[config.mk]
export PLATFORM = sky130hd
export DESIGN_NAME = tcm_ctrl
export DESIGN_NICKNAME = d
export VERILOG_FILES = /design/src/design/tcm_pkg.sv /design/src/design/tcm_ctrl.sv
export SDC_FILE = /design/constraint.sdc
export NUM_CORES = 1
export LEC_CHECK = 0
export BUFFER_PORTS_ARGS = -buffer_cell sky130_fd_sc_hd__buf_2
export CORE_UTILIZATION = 30
export DETAILED_ROUTE_END_ITERATION = 6
export PLACE_DENSITY_LB_ADDON = 0.08
export SYNTH_ARGS = -nofsm -noshare
export SYNTH_HDL_FRONTEND = slang
export SYNTH_SLANG_ARGS = --single-unit
[constraint.sdc]
create_clock -name clk -period 2.01 [get_ports clk]
set_input_delay 0.3015 -clock clk [delete_from_list [all_inputs] [get_ports clk]]
set_output_delay 0.3015 -clock clk [all_outputs]
set_load 0.05 [all_outputs]
[src/design/tcm_pkg.sv]
// Shared constants and carrier types for the tightly coupled memory controller
package tcm_pkg;
    // ------------------------------------------------------------
    // Widths
    // ------------------------------------------------------------
    localparam int DCB_ADDR_W = 10;
    localparam int DS_ADDR_W = 22;
    localparam int IS_ADDR_W = 21;
    localparam int DS_DATA_W = 32;
    localparam int IS_DATA_W = 64;
    localparam int REG8_W = 8;
    localparam int REG32_W = 32;
    localparam int REGION_W = 24;
    // ------------------------------------------------------------
    // Register offsets relative to each controller's base
    // ------------------------------------------------------------
    localparam logic [1:0] OFF_CTRL = 2'h0;
    localparam logic [1:0] OFF_RANGE = 2'h1;
    localparam logic [1:0] OFF_INIT = 2'h2;
    localparam logic [1:0] OFF_FILL = 2'h3;
    // ------------------------------------------------------------
    // Control register fields and reset values
    // ------------------------------------------------------------
    localparam int CTRL_EN_BIT = 7;
    localparam int CTRL_MULTI_BIT = 6;
    localparam int CTRL_WAIT_LSB = 0;
    localparam int CTRL_WAIT_W = 3;
    localparam logic [7:0] CTRL_RST = 8'h00;
    localparam logic [7:0] RANGE_RST = 8'h00;
    localparam logic [31:0] INIT_RST = 32'h00000000;
    localparam logic [31:0] FILL_RST = 32'h00000000;
    // ------------------------------------------------------------
    // Access timing in cycles
    // ------------------------------------------------------------
    localparam int MULTI_MIN_CYC = 2;
    localparam int MULTI_MAX_CYC = 8;
    localparam int CNT_W = 3;

    typedef struct packed {
        logic req;
        logic wr;
        logic [DCB_ADDR_W-1:0] addr;
        logic [REG32_W-1:0] wdata;
    } dcb_req_t;

    typedef struct packed {
        logic ack;
        logic [REG32_W-1:0] rdata;
    } dcb_rsp_t;

    typedef enum logic [2:0] {
        ST_IDLE = 3'b001,
        ST_WAIT = 3'b010,
        ST_DONE = 3'b100
    } acc_state_t;
endpackage

[src/design/tcm_ctrl.sv]
// Instruction-side and data-side tightly coupled memory controllers
`timescale 1ns/100ps
// Summary of operation
// - Each side selects single-cycle or multi-cycle access of two to eight cycles.
// - Instruction RAM path is 64 bits wide, data RAM path 32 bits.
// - Either side may be built in or left out independently.
// - Each side decodes its own device control bus window.
// - Device control bus base addresses are parameters, not fixed.
// - Each side claims an independent 16 MB region of the processor map.
// - Direct addresses reach 64K bytes data side, 128K bytes instruction side.
// - Data side has separate 32-bit read and write buses.
// - Data side writes single bytes with per-byte enables.
// - Data side drives a 22-bit RAM address.
// - Data side holds 8-bit control and range registers.
// - Data RAM written by initial load, processor stores or fabric port.
// - Instruction side reads two instructions per 64-bit fetch.
// - Instruction side has a 32-bit write-only port driven from the bus.
// - Instruction side drives a separate 21-bit RAM address.
// - Instruction side holds 8-bit control and range registers.
// - Instruction side holds 32-bit init and fill registers for loading RAM.
// - Instruction RAM written by bus registers plus write command.
// - Device control bus carries 10 bits of address, apart from memory map.
module tcm_ctrl #(
    parameter bit HAS_IS = 1'b1,
    parameter bit HAS_DS = 1'b1,
    parameter logic [9:0] IS_DCB_BASE = 10'h010,
    parameter logic [9:0] DS_DCB_BASE = 10'h020
) (
    input wire logic clk,
    input wire logic rst,
    input wire tcm_pkg::dcb_req_t dcb_req,
    output tcm_pkg::dcb_rsp_t dcb_rsp,
    input wire logic ds_req,
    input wire logic ds_we,
    input wire logic [3:0] ds_be,
    input wire logic [31:0] ds_cpu_addr,
    input wire logic [31:0] ds_cpu_wdata,
    output logic [31:0] ds_cpu_rdata,
    output logic ds_cpu_done,
    output logic [21:0] ds_ram_addr,
    output logic [31:0] ds_ram_wdata,
    output logic [3:0] ds_ram_we,
    output logic ds_ram_en,
    input wire logic [31:0] ds_ram_rdata,
    input wire logic is_req,
    input wire logic [31:0] is_cpu_addr,
    output logic [63:0] is_cpu_rdata,
    output logic is_cpu_done,
    output logic [20:0] is_ram_addr,
    output logic [31:0] is_ram_wdata,
    output logic [1:0] is_ram_we,
    output logic is_ram_en,
    input wire logic [63:0] is_ram_rdata
);
    // ------------------------------------------------------------
    // Device control bus decode
    // ------------------------------------------------------------
    logic [7:0] ds_ctrl_q, ds_range_q, is_ctrl_q, is_range_q;
    logic [31:0] is_init_q, is_fill_q;
    logic [1:0] dcb_off;
    logic is_hit, ds_hit, is_fill_wr;
    assign dcb_off = dcb_req.addr[1:0];
    // Window match on the upper bits of the 10-bit address
    assign is_hit = HAS_IS && (dcb_req.addr[9:2] == IS_DCB_BASE[9:2]);
    assign ds_hit = HAS_DS && (dcb_req.addr[9:2] == DS_DCB_BASE[9:2]);
    // Writing the fill register is the write command for the instruction RAM
    assign is_fill_wr = dcb_req.req && dcb_req.wr && is_hit && dcb_off == tcm_pkg::OFF_FILL;

    logic [31:0] dcb_rd;
    assign dcb_rd = is_hit ? (dcb_off == tcm_pkg::OFF_CTRL ? {24'h000000, is_ctrl_q} :
                              dcb_off == tcm_pkg::OFF_RANGE ? {24'h000000, is_range_q} :
                              dcb_off == tcm_pkg::OFF_INIT ? is_init_q : is_fill_q) :
                    ds_hit ? (dcb_off == tcm_pkg::OFF_CTRL ? {24'h000000, ds_ctrl_q} :
                              dcb_off == tcm_pkg::OFF_RANGE ? {24'h000000, ds_range_q} :
                              32'h00000000) : 32'h00000000;

    always_ff @(posedge clk) begin
        if (rst) begin
            ds_ctrl_q <= tcm_pkg::CTRL_RST;
            ds_range_q <= tcm_pkg::RANGE_RST;
            is_ctrl_q <= tcm_pkg::CTRL_RST;
            is_range_q <= tcm_pkg::RANGE_RST;
            is_init_q <= tcm_pkg::INIT_RST;
            is_fill_q <= tcm_pkg::FILL_RST;
            dcb_rsp <= '0;
        end else begin
            dcb_rsp.ack <= dcb_req.req;
            dcb_rsp.rdata <= (dcb_req.req && !dcb_req.wr) ? dcb_rd : 32'h00000000;
            if (dcb_req.req && dcb_req.wr && ds_hit) begin
                // Two 8-bit data-side registers
                if (dcb_off == tcm_pkg::OFF_CTRL) ds_ctrl_q <= dcb_req.wdata[7:0];
                if (dcb_off == tcm_pkg::OFF_RANGE) ds_range_q <= dcb_req.wdata[7:0];
            end
            if (dcb_req.req && dcb_req.wr && is_hit) begin
                // Instruction-side 8-bit and 32-bit registers
                if (dcb_off == tcm_pkg::OFF_CTRL) is_ctrl_q <= dcb_req.wdata[7:0];
                if (dcb_off == tcm_pkg::OFF_RANGE) is_range_q <= dcb_req.wdata[7:0];
                if (dcb_off == tcm_pkg::OFF_INIT) is_init_q <= dcb_req.wdata;
                if (dcb_off == tcm_pkg::OFF_FILL) is_fill_q <= dcb_req.wdata;
            end
        end
    end

    // ------------------------------------------------------------
    // Region decode
    // ------------------------------------------------------------
    logic ds_sel, is_sel;
    // Range register names the 16 MB region, top 8 address bits
    assign ds_sel = HAS_DS && ds_ctrl_q[tcm_pkg::CTRL_EN_BIT] && ds_req &&
                    ds_cpu_addr[31:tcm_pkg::REGION_W] == ds_range_q;
    assign is_sel = HAS_IS && is_ctrl_q[tcm_pkg::CTRL_EN_BIT] && is_req &&
                    is_cpu_addr[31:tcm_pkg::REGION_W] == is_range_q;

    // ------------------------------------------------------------
    // Per-side access sequencer, 0 = data, 1 = instruction
    // ------------------------------------------------------------
    logic [1:0] sel, done_d;
    logic [1:0] multi;
    logic [2:0] lim [2];
    tcm_pkg::acc_state_t st_q [2];
    logic [2:0] cnt_q [2];
    logic [1:0] done_q;
    assign sel = {is_sel, ds_sel};
    assign multi = {is_ctrl_q[tcm_pkg::CTRL_MULTI_BIT], ds_ctrl_q[tcm_pkg::CTRL_MULTI_BIT]};
    // Wait field W gives W+2 cycles; 7 is clamped to 6 so no access exceeds 8 cycles
    logic [2:0] ds_wait, is_wait;
    assign ds_wait = ds_ctrl_q[tcm_pkg::CTRL_WAIT_LSB +: tcm_pkg::CTRL_WAIT_W];
    assign is_wait = is_ctrl_q[tcm_pkg::CTRL_WAIT_LSB +: tcm_pkg::CTRL_WAIT_W];
    assign lim[0] = (ds_wait == 3'h7) ? 3'h6 : ds_wait;
    assign lim[1] = (is_wait == 3'h7) ? 3'h6 : is_wait;

    generate
        for (genvar s = 0; s < 2; s++) begin : g_side
            // Single-cycle finishes in the request cycle edge; multi waits 2 to 8
            assign done_d[s] = (st_q[s] == tcm_pkg::ST_IDLE && sel[s] && !multi[s]) ||
                               (st_q[s] == tcm_pkg::ST_WAIT && cnt_q[s] == lim[s]);
            always_ff @(posedge clk) begin
                if (rst) begin
                    st_q[s] <= tcm_pkg::ST_IDLE;
                    cnt_q[s] <= 3'h0;
                    done_q[s] <= 1'b0;
                end else begin
                    done_q[s] <= done_d[s];
                    unique case (st_q[s])
                        tcm_pkg::ST_IDLE: begin
                            cnt_q[s] <= 3'h0;
                            if (sel[s] && multi[s]) st_q[s] <= tcm_pkg::ST_WAIT;
                            else if (sel[s]) st_q[s] <= tcm_pkg::ST_DONE;
                        end
                        tcm_pkg::ST_WAIT: begin
                            cnt_q[s] <= cnt_q[s] + 3'h1;
                            if (cnt_q[s] == lim[s]) st_q[s] <= tcm_pkg::ST_DONE;
                        end
                        tcm_pkg::ST_DONE: st_q[s] <= tcm_pkg::ST_IDLE;
                        default: st_q[s] <= tcm_pkg::ST_IDLE;
                    endcase
                end
            end
        end
    endgenerate

    // ------------------------------------------------------------
    // Data-side RAM port
    // ------------------------------------------------------------
    logic ds_start;
    assign ds_start = ds_sel && st_q[0] == tcm_pkg::ST_IDLE;
    always_ff @(posedge clk) begin
        if (rst) begin
            ds_ram_addr <= 22'h000000;
            ds_ram_wdata <= 32'h00000000;
            ds_ram_we <= 4'h0;
            ds_ram_en <= 1'b0;
            ds_cpu_rdata <= 32'h00000000;
            ds_cpu_done <= 1'b0;
        end else begin
            ds_ram_en <= ds_start;
            if (ds_start) begin
                // 22-bit word address; low 16 bits of bytes reach 64K
                ds_ram_addr <= ds_cpu_addr[23:2];
                ds_ram_wdata <= ds_cpu_wdata;
            end
            // Byte enables pulse once per store
            ds_ram_we <= (ds_start && ds_we) ? ds_be : 4'h0;
            ds_cpu_done <= done_q[0];
            // Read bus is a separate 32-bit path
            if (done_q[0]) ds_cpu_rdata <= ds_ram_rdata;
        end
    end

    // ------------------------------------------------------------
    // Instruction-side RAM port: fetch reads, bus-driven writes
    // ------------------------------------------------------------
    logic is_start;
    assign is_start = is_sel && st_q[1] == tcm_pkg::ST_IDLE;
    always_ff @(posedge clk) begin
        if (rst) begin
            is_ram_addr <= 21'h000000;
            is_ram_wdata <= 32'h00000000;
            is_ram_we <= 2'h0;
            is_ram_en <= 1'b0;
            is_cpu_rdata <= 64'h0000000000000000;
            is_cpu_done <= 1'b0;
        end else begin
            is_ram_en <= is_start || (HAS_IS && is_fill_wr);
            is_ram_we <= 2'h0;
            if (HAS_IS && is_fill_wr) begin
                // Init holds the byte address; fill data goes to one 32-bit half
                is_ram_addr <= is_init_q[23:3];
                is_ram_wdata <= dcb_req.wdata;
                is_ram_we <= is_init_q[2] ? 2'h1 : 2'h2;
            end else if (is_start) begin
                // 21-bit doubleword address; 128K bytes reachable directly
                is_ram_addr <= is_cpu_addr[23:3];
            end
            is_cpu_done <= done_q[1];
            // Two instructions per fetch on the 64-bit path
            if (done_q[1]) is_cpu_rdata <= is_ram_rdata;
        end
    end
endmodule

* Yosys cells after proc, flatten, opt, wreduce, memory -nomap -nowiden *
Memory sizes are Yosys's and may differ from the RTL's.
Cells that the tools add are included.

word-level totals
  memories = 2
  bits in registers = 344
  input bits = 245
  logic and storage cells = 175
  memory bits (writable) = 12

cells by class
  reductions and logical operators = 37
  multiplexer cells = 78
  $add $sub $neg = 2
  bitwise logic cells = 17
  eq/ne operators = 17

memory list
  name   words  width  read ports  clocked after Yosys merged registers in  wr ports  line             RTL
  cnt_q  2      3      2           0                                        2         tcm_ctrl.sv:121  logic [2:0] cnt_q [2];
  st_q   2      3      2           0                                        2         tcm_ctrl.sv:120  tcm_pkg::acc_state_t st_q [2];

operator list
  cell                                                                   number
  32-bit 2-to-1 mux                                                      4
  1-bit 2-to-1 mux                                                       52
  3-bit 2-to-1 mux                                                       16
  21-bit 2-to-1 mux                                                      2
  8-bit 2-to-1 mux                                                       3
  1-bit logical AND                                                      18
  8-bit equality test                                                    2
  1-bit OR                                                               14
  3-bit equality test, second input constant                             4
  2-bit AND reduction                                                    6
  8-bit by 3-bit equality test with 1-bit output, second input constant  1
  8-bit by 4-bit equality test with 1-bit output, second input constant  1
  3-bit by 1-bit adder with 3-bit output, second input constant          2
  3-bit by 1-bit equality test with 1-bit output, second input constant  2
  3-bit by 2-bit equality test with 1-bit output, second input constant  2
  3-bit equality test                                                    2
  2-bit OR reduction                                                     3
  3-bit OR reduction                                                     2
  2-bit equality test, second input constant                             2
  1-bit logical NOT                                                      3
  1-bit logical OR                                                       3
  1-bit inverter                                                         3
  2-bit by 1-bit equality test with 1-bit output, second input constant  1
  2-bit logical NOT                                                      1
  other kinds (2)                                                        2

* Logic depth before layout (Yosys ltp) *
  depth after elaboration = 12
  gate-level depth with buffers = 6

* Worst setup path after synthesis *
No wires, ideal clock.

  kind = register to register
  from = memory st_q[0][2] (netlist bit)
  to = memory st_q[0][0] (netlist bit), enable pin
  path buffers = 1
  stages on the path, launching flop included = 6
  setup slack = 343 ps
  data arrival time = 1357 ps
  library setup time = 310 ps
  period minus slack after synthesis = 1667 ps
  cells stage by stage = edfxtp_1 nor2_1 and4_1 clkbuf_1 nand3_1 nand4b_1

RTL lines
  item             line
  start, declared  tcm_ctrl.sv:120

==> reports/results.tsv <==
stage	metric	value	unit
cts	Worst-path clk slew	0.05	ns
timing	final setup TNS	0	ns
job	max-cap viol count	0	
min_path	hold path cells	3	
power_and_ir_drop	Pwr Total	13.88	mW
timing	Worst-Margin Slew	0.7734	ns
synth	Ys Warns	0	
synth	Post-synth EDFFs	12	
grt	largest net degree at the start of global routing	83	
cts	CTS Sinks	324	
routing	via density per instance	4.909	
setup_path	CP Max Fanout	6	
synth	ys async rst share	0	
floorplanning	IO Pins	491	
status	outcome	finished clean	
timing	Worst Slack Setup Final	0.2241	ns
power_and_ir_drop	Flop pwr share	0.467	
cts	Num CTS Buffers	39	
routing	Remaining DRCs	0	
setup_path	CP max stage cell	edfxtp_1	
timing	crit share post-route	0.8885	
setup_path	CP Data Arrival Time	2.02	ns
synth	register area share after synthesis	0.5132	
setup_path	Worst Path Buf+Inv	0	
timing	RSZ-0062 raised after global routing	no	
finish	Final nets	2200	
synth	Mean Syn Cell Area	9.642	um^2
cts	CTS H-tree depth	2	
setup_path	Worst setup SP type	register	
power_and_ir_drop	combinational power share	0.064	
timing	relative slew slack	0.4844	
timing	Final setup viols	0	
finish	Final Cell Area	18790	um^2
grt	total congestion overflow	0	
power_and_ir_drop	switching share of power	0.2259	
cts	clk root buf	clkbuf_16	
placement	Inst Count DP	2288	
setup_path	CP top delay family	simple AND/OR/NAND/NOR gates	
setup_path	slowest cell delay on critical path	0.43	ns
timing	post-route minimum period	1.786	ns
power_and_ir_drop	total net switching power	3.136	mW
setup_path	r2r worst-path depth	4	
finish	Area Growth Syn to Fin	45.97	%
placement	IO Port Bufs	485	
power_and_ir_drop	Internal	10.75	mW
timing	Max Clk Rate	0.5600	GHz
floorplanning	Rows	75	
synth	Post-Synthesis Cells	1335	
cts	Clk Latency, worst-skew pair	0.54	ns
synth	Yosys cell types	43	
routing	Routed Antenna Nets	0	
floorplanning	die height	209.1	um
cts	CTS-repair resized insts	0	
cts	maximum buffer depth of the clock tree	3	
min_path	Min-Delay Path Class	primary input to register	
setup_path	Setup CP Type	register to register	
timing	Hold Fails Final Rpt	0	
grt	initial antenna violation count	9	
synth	synthesis-stage register bit count	324	
setup_path	setup slack on the worst flop-to-flop path	0.22	ns
floorplanning	Std-Cell Core Area	42130	um^2
placement	RePlAce Congestion	0.7688	
timing	Slew Limit Fails	0	
setup_path	Crit. End Element	register	
routing	post-DR wirelength/cell	18.67	um
synth	syn nets	1582	
setup_path	CP required	2.24	ns
routing	initial DRC count	906	
cts	CTS tree	yes	
synth	Post-Syn Area	12870	um^2
grt	vias in the first global route	12170	
floorplanning	Die X	209.1	um
synth	ys flop type	dfxtp_1	
setup_path	worst reg2reg endpoint	st_q[1][0]$_SDFFCE_PP1P_	
grt	first-pass GRT wire length	70880	um
min_path	WHS Endpoint	is_cpu_rdata[21]$_SDFFE_PP0P_	
timing	Setup Skew	0.009231	ns
min_path	beginning of the worst hold path	is_ram_rdata[21]	
setup_path	worst-path cell chain	nor3b_1 -> and3_1 -> nand3_1 -> nand4b_1	
power_and_ir_drop	Max VDD drop	0.4918	mV
routing	total vias in the final route	12370	
floorplanning	die area	43740	um^2
setup_path	RR Startpoint	st_q[1][1]$_SDFFCE_PP0P_	
finish	Final Non-Filler Cells	2520	
power_and_ir_drop	clock share of power	0.469	
placement	Detail Placement HPWL	32350	um
finish	FILL cells	4118	
routing	Detailed Routing Iterations Pass 1	5	
placement	pre-CTS setup slack	-0.009097	ns
grt	GRT Overall Usage	0.2072	
floorplanning	Starting Density	0.3055	
finish	layout cell share with drive strength beyond 1	0.3141	
power_and_ir_drop	Leak	8.002	nW
routing	final WL	47040	um
placement	Post-DP Area	16000	um^2
power_and_ir_drop	PwrDens	738.9	nW/um^2
cells in the final DEF, fill, tap and decap left out, types with 12 or more instances in the layout:
cell type	netlist	final
a21oi_1	121	121
a31oi_1	21	21
buf_12	0	13
buf_2	19	484
buf_4	8	37
clkbuf_1	80	16
clkbuf_16	0	39
dfxtp_1	312	310
dlygate4sd3_1	0	163
edfxtp_1	12	12
mux2i_1	144	144
nand2_1	128	128
nand3_1	19	19
nand4_1	85	85
nor2_1	160	160
o21bai_1	22	22
o31ai_1	79	79
xnor2_1	26	26
stage by stage:
step,utilization,hold slack [ns]
2_1_floorplan,-,0.4297
3_3_place_gp,0.3798,0.4479
3_5_place_dp,0.3798,0.4449
4_1_cts,0.4457,0.001169
5_1_grt,0.4458,0.02360
6_report,0.4459,0.02710
cell families (layout without fill, tap and decap cells):
logic type,after synthesis,in the layout,synth area share
other,0,4,0
xor gates and xnor gates,26,26,0.01769
and+or+nand+nor,440,440,0.1654
buffers and inverters,122,764,0.04150
muxes,160,160,0.1330
adders and majority gates,2,2,0.001944
AOI/OAI and AO/OA,261,261,0.1272
DFF,324,324,0.5132
what timing repair did:
item	CTS	global route
hold buffers	163	0
buffers inserted	0	0
endpoints found under the hold margin	181	0
power by group through the flow:
stage          Sequential, mW  Combinational [mW]  Clock (mW)
2_1_floorplan            6.63               0.238           0
3_3_place_gp             6.62               0.625           0
3_5_place_dp             6.62               0.630           0
4_1_cts                  6.48               0.886        6.74
5_1_grt                  6.48               0.950        6.97
6_report                 6.48               0.883        6.52
metal layers:
metal	vias up	GRT usage	part of all wire
li1	5997	-	-
met1	5824	0.2629	0.43
met2	457	0.3302	0.46
met3	84	0.06011	0.079
met4	8	0.08088	0.029
met5	-	0	0.0010
Yosys cell counts, drive strengths merged (6+ instances only):
cell type | number | share of area
nand2 | 128 | 0.037
mux2 | 8 | 0.0070
o21bai | 22 | 0.013
o31ai | 79 | 0.046
nor2 | 160 | 0.047
nand3 | 21 | 0.010
a22oi | 8 | 0.0047
a31oi | 21 | 0.010
edfxtp | 12 | 0.028
and4b | 7 | 0.0054
and4 | 7 | 0.0048
nor2b | 6 | 0.0029
mux2i | 144 | 0.11
clkbuf | 80 | 0.023
mux4 | 8 | 0.014
a21oi | 127 | 0.051
buf | 41 | 0.018
nand4 | 88 | 0.044
xnor2 | 26 | 0.018
dfxtp | 312 | 0.49
state kept, by name, summed over array words and instances, names as in the netlist:
register	flops
is_ram_en	1
is_range_q	8
ds_ram_we	4
ds_ram_addr	22
is_fill_q	32
is_ctrl_q	8
ds_ctrl_q	8
is_init_q	32
ds_cpu_rdata	32
dcb_rsp	33
is_cpu_rdata	64
done_q	2
ds_ram_en	1
cnt_q	6
is_ram_addr	21
is_ram_we	2
ds_ram_wdata	32
ds_cpu_done	1
st_q	6
ds_range_q	8
is_cpu_done	1
worst min-delay path: stages:
cell,delay (ns)
buf_2,0.08
mux2i_1,0.06
nor2_1,0.09
final cells by class:
cell class / instances / area (um^2) / share of cell area
repair buffers: 698 / 4606 / 0.2451
well taps: 539 / 674.4 / 0.03589
clock inverters: 4 / 27.53 / 0.001465
clock buffers: 61 / 1119 / 0.05953
inverters: 1 / 3.754 / 0.0001998
multi-input cells: 889 / 5738 / 0.3054
diodes: 4 / 10.01 / 0.0005327
flip-flops and latches: 324 / 6611 / 0.3519
worst max path at each step:
stage / from / to / depth (start not counted)
finish: st_q[1][1]$_SDFFCE_PP0P_ / st_q[1][0]$_SDFFCE_PP1P_ / 4
global route: st_q[1][2]$_SDFFCE_PP0P_ / st_q[1][0]$_SDFFCE_PP1P_ / 4
CTS: st_q[1][1]$_SDFFCE_PP0P_ / st_q[1][0]$_SDFFCE_PP1P_ / 4
detailed placement: dcb_req[41] / is_ram_addr[19]$_SDFFE_PP0P_ / 6
global placement: dcb_req[41] / is_ram_addr[19]$_SDFFE_PP0P_ / 6
floorplan: st_q[0][2]$_SDFFCE_PP0P_ / st_q[0][0]$_SDFFCE_PP1P_ / 5
(Power assumes the default switching activity.)
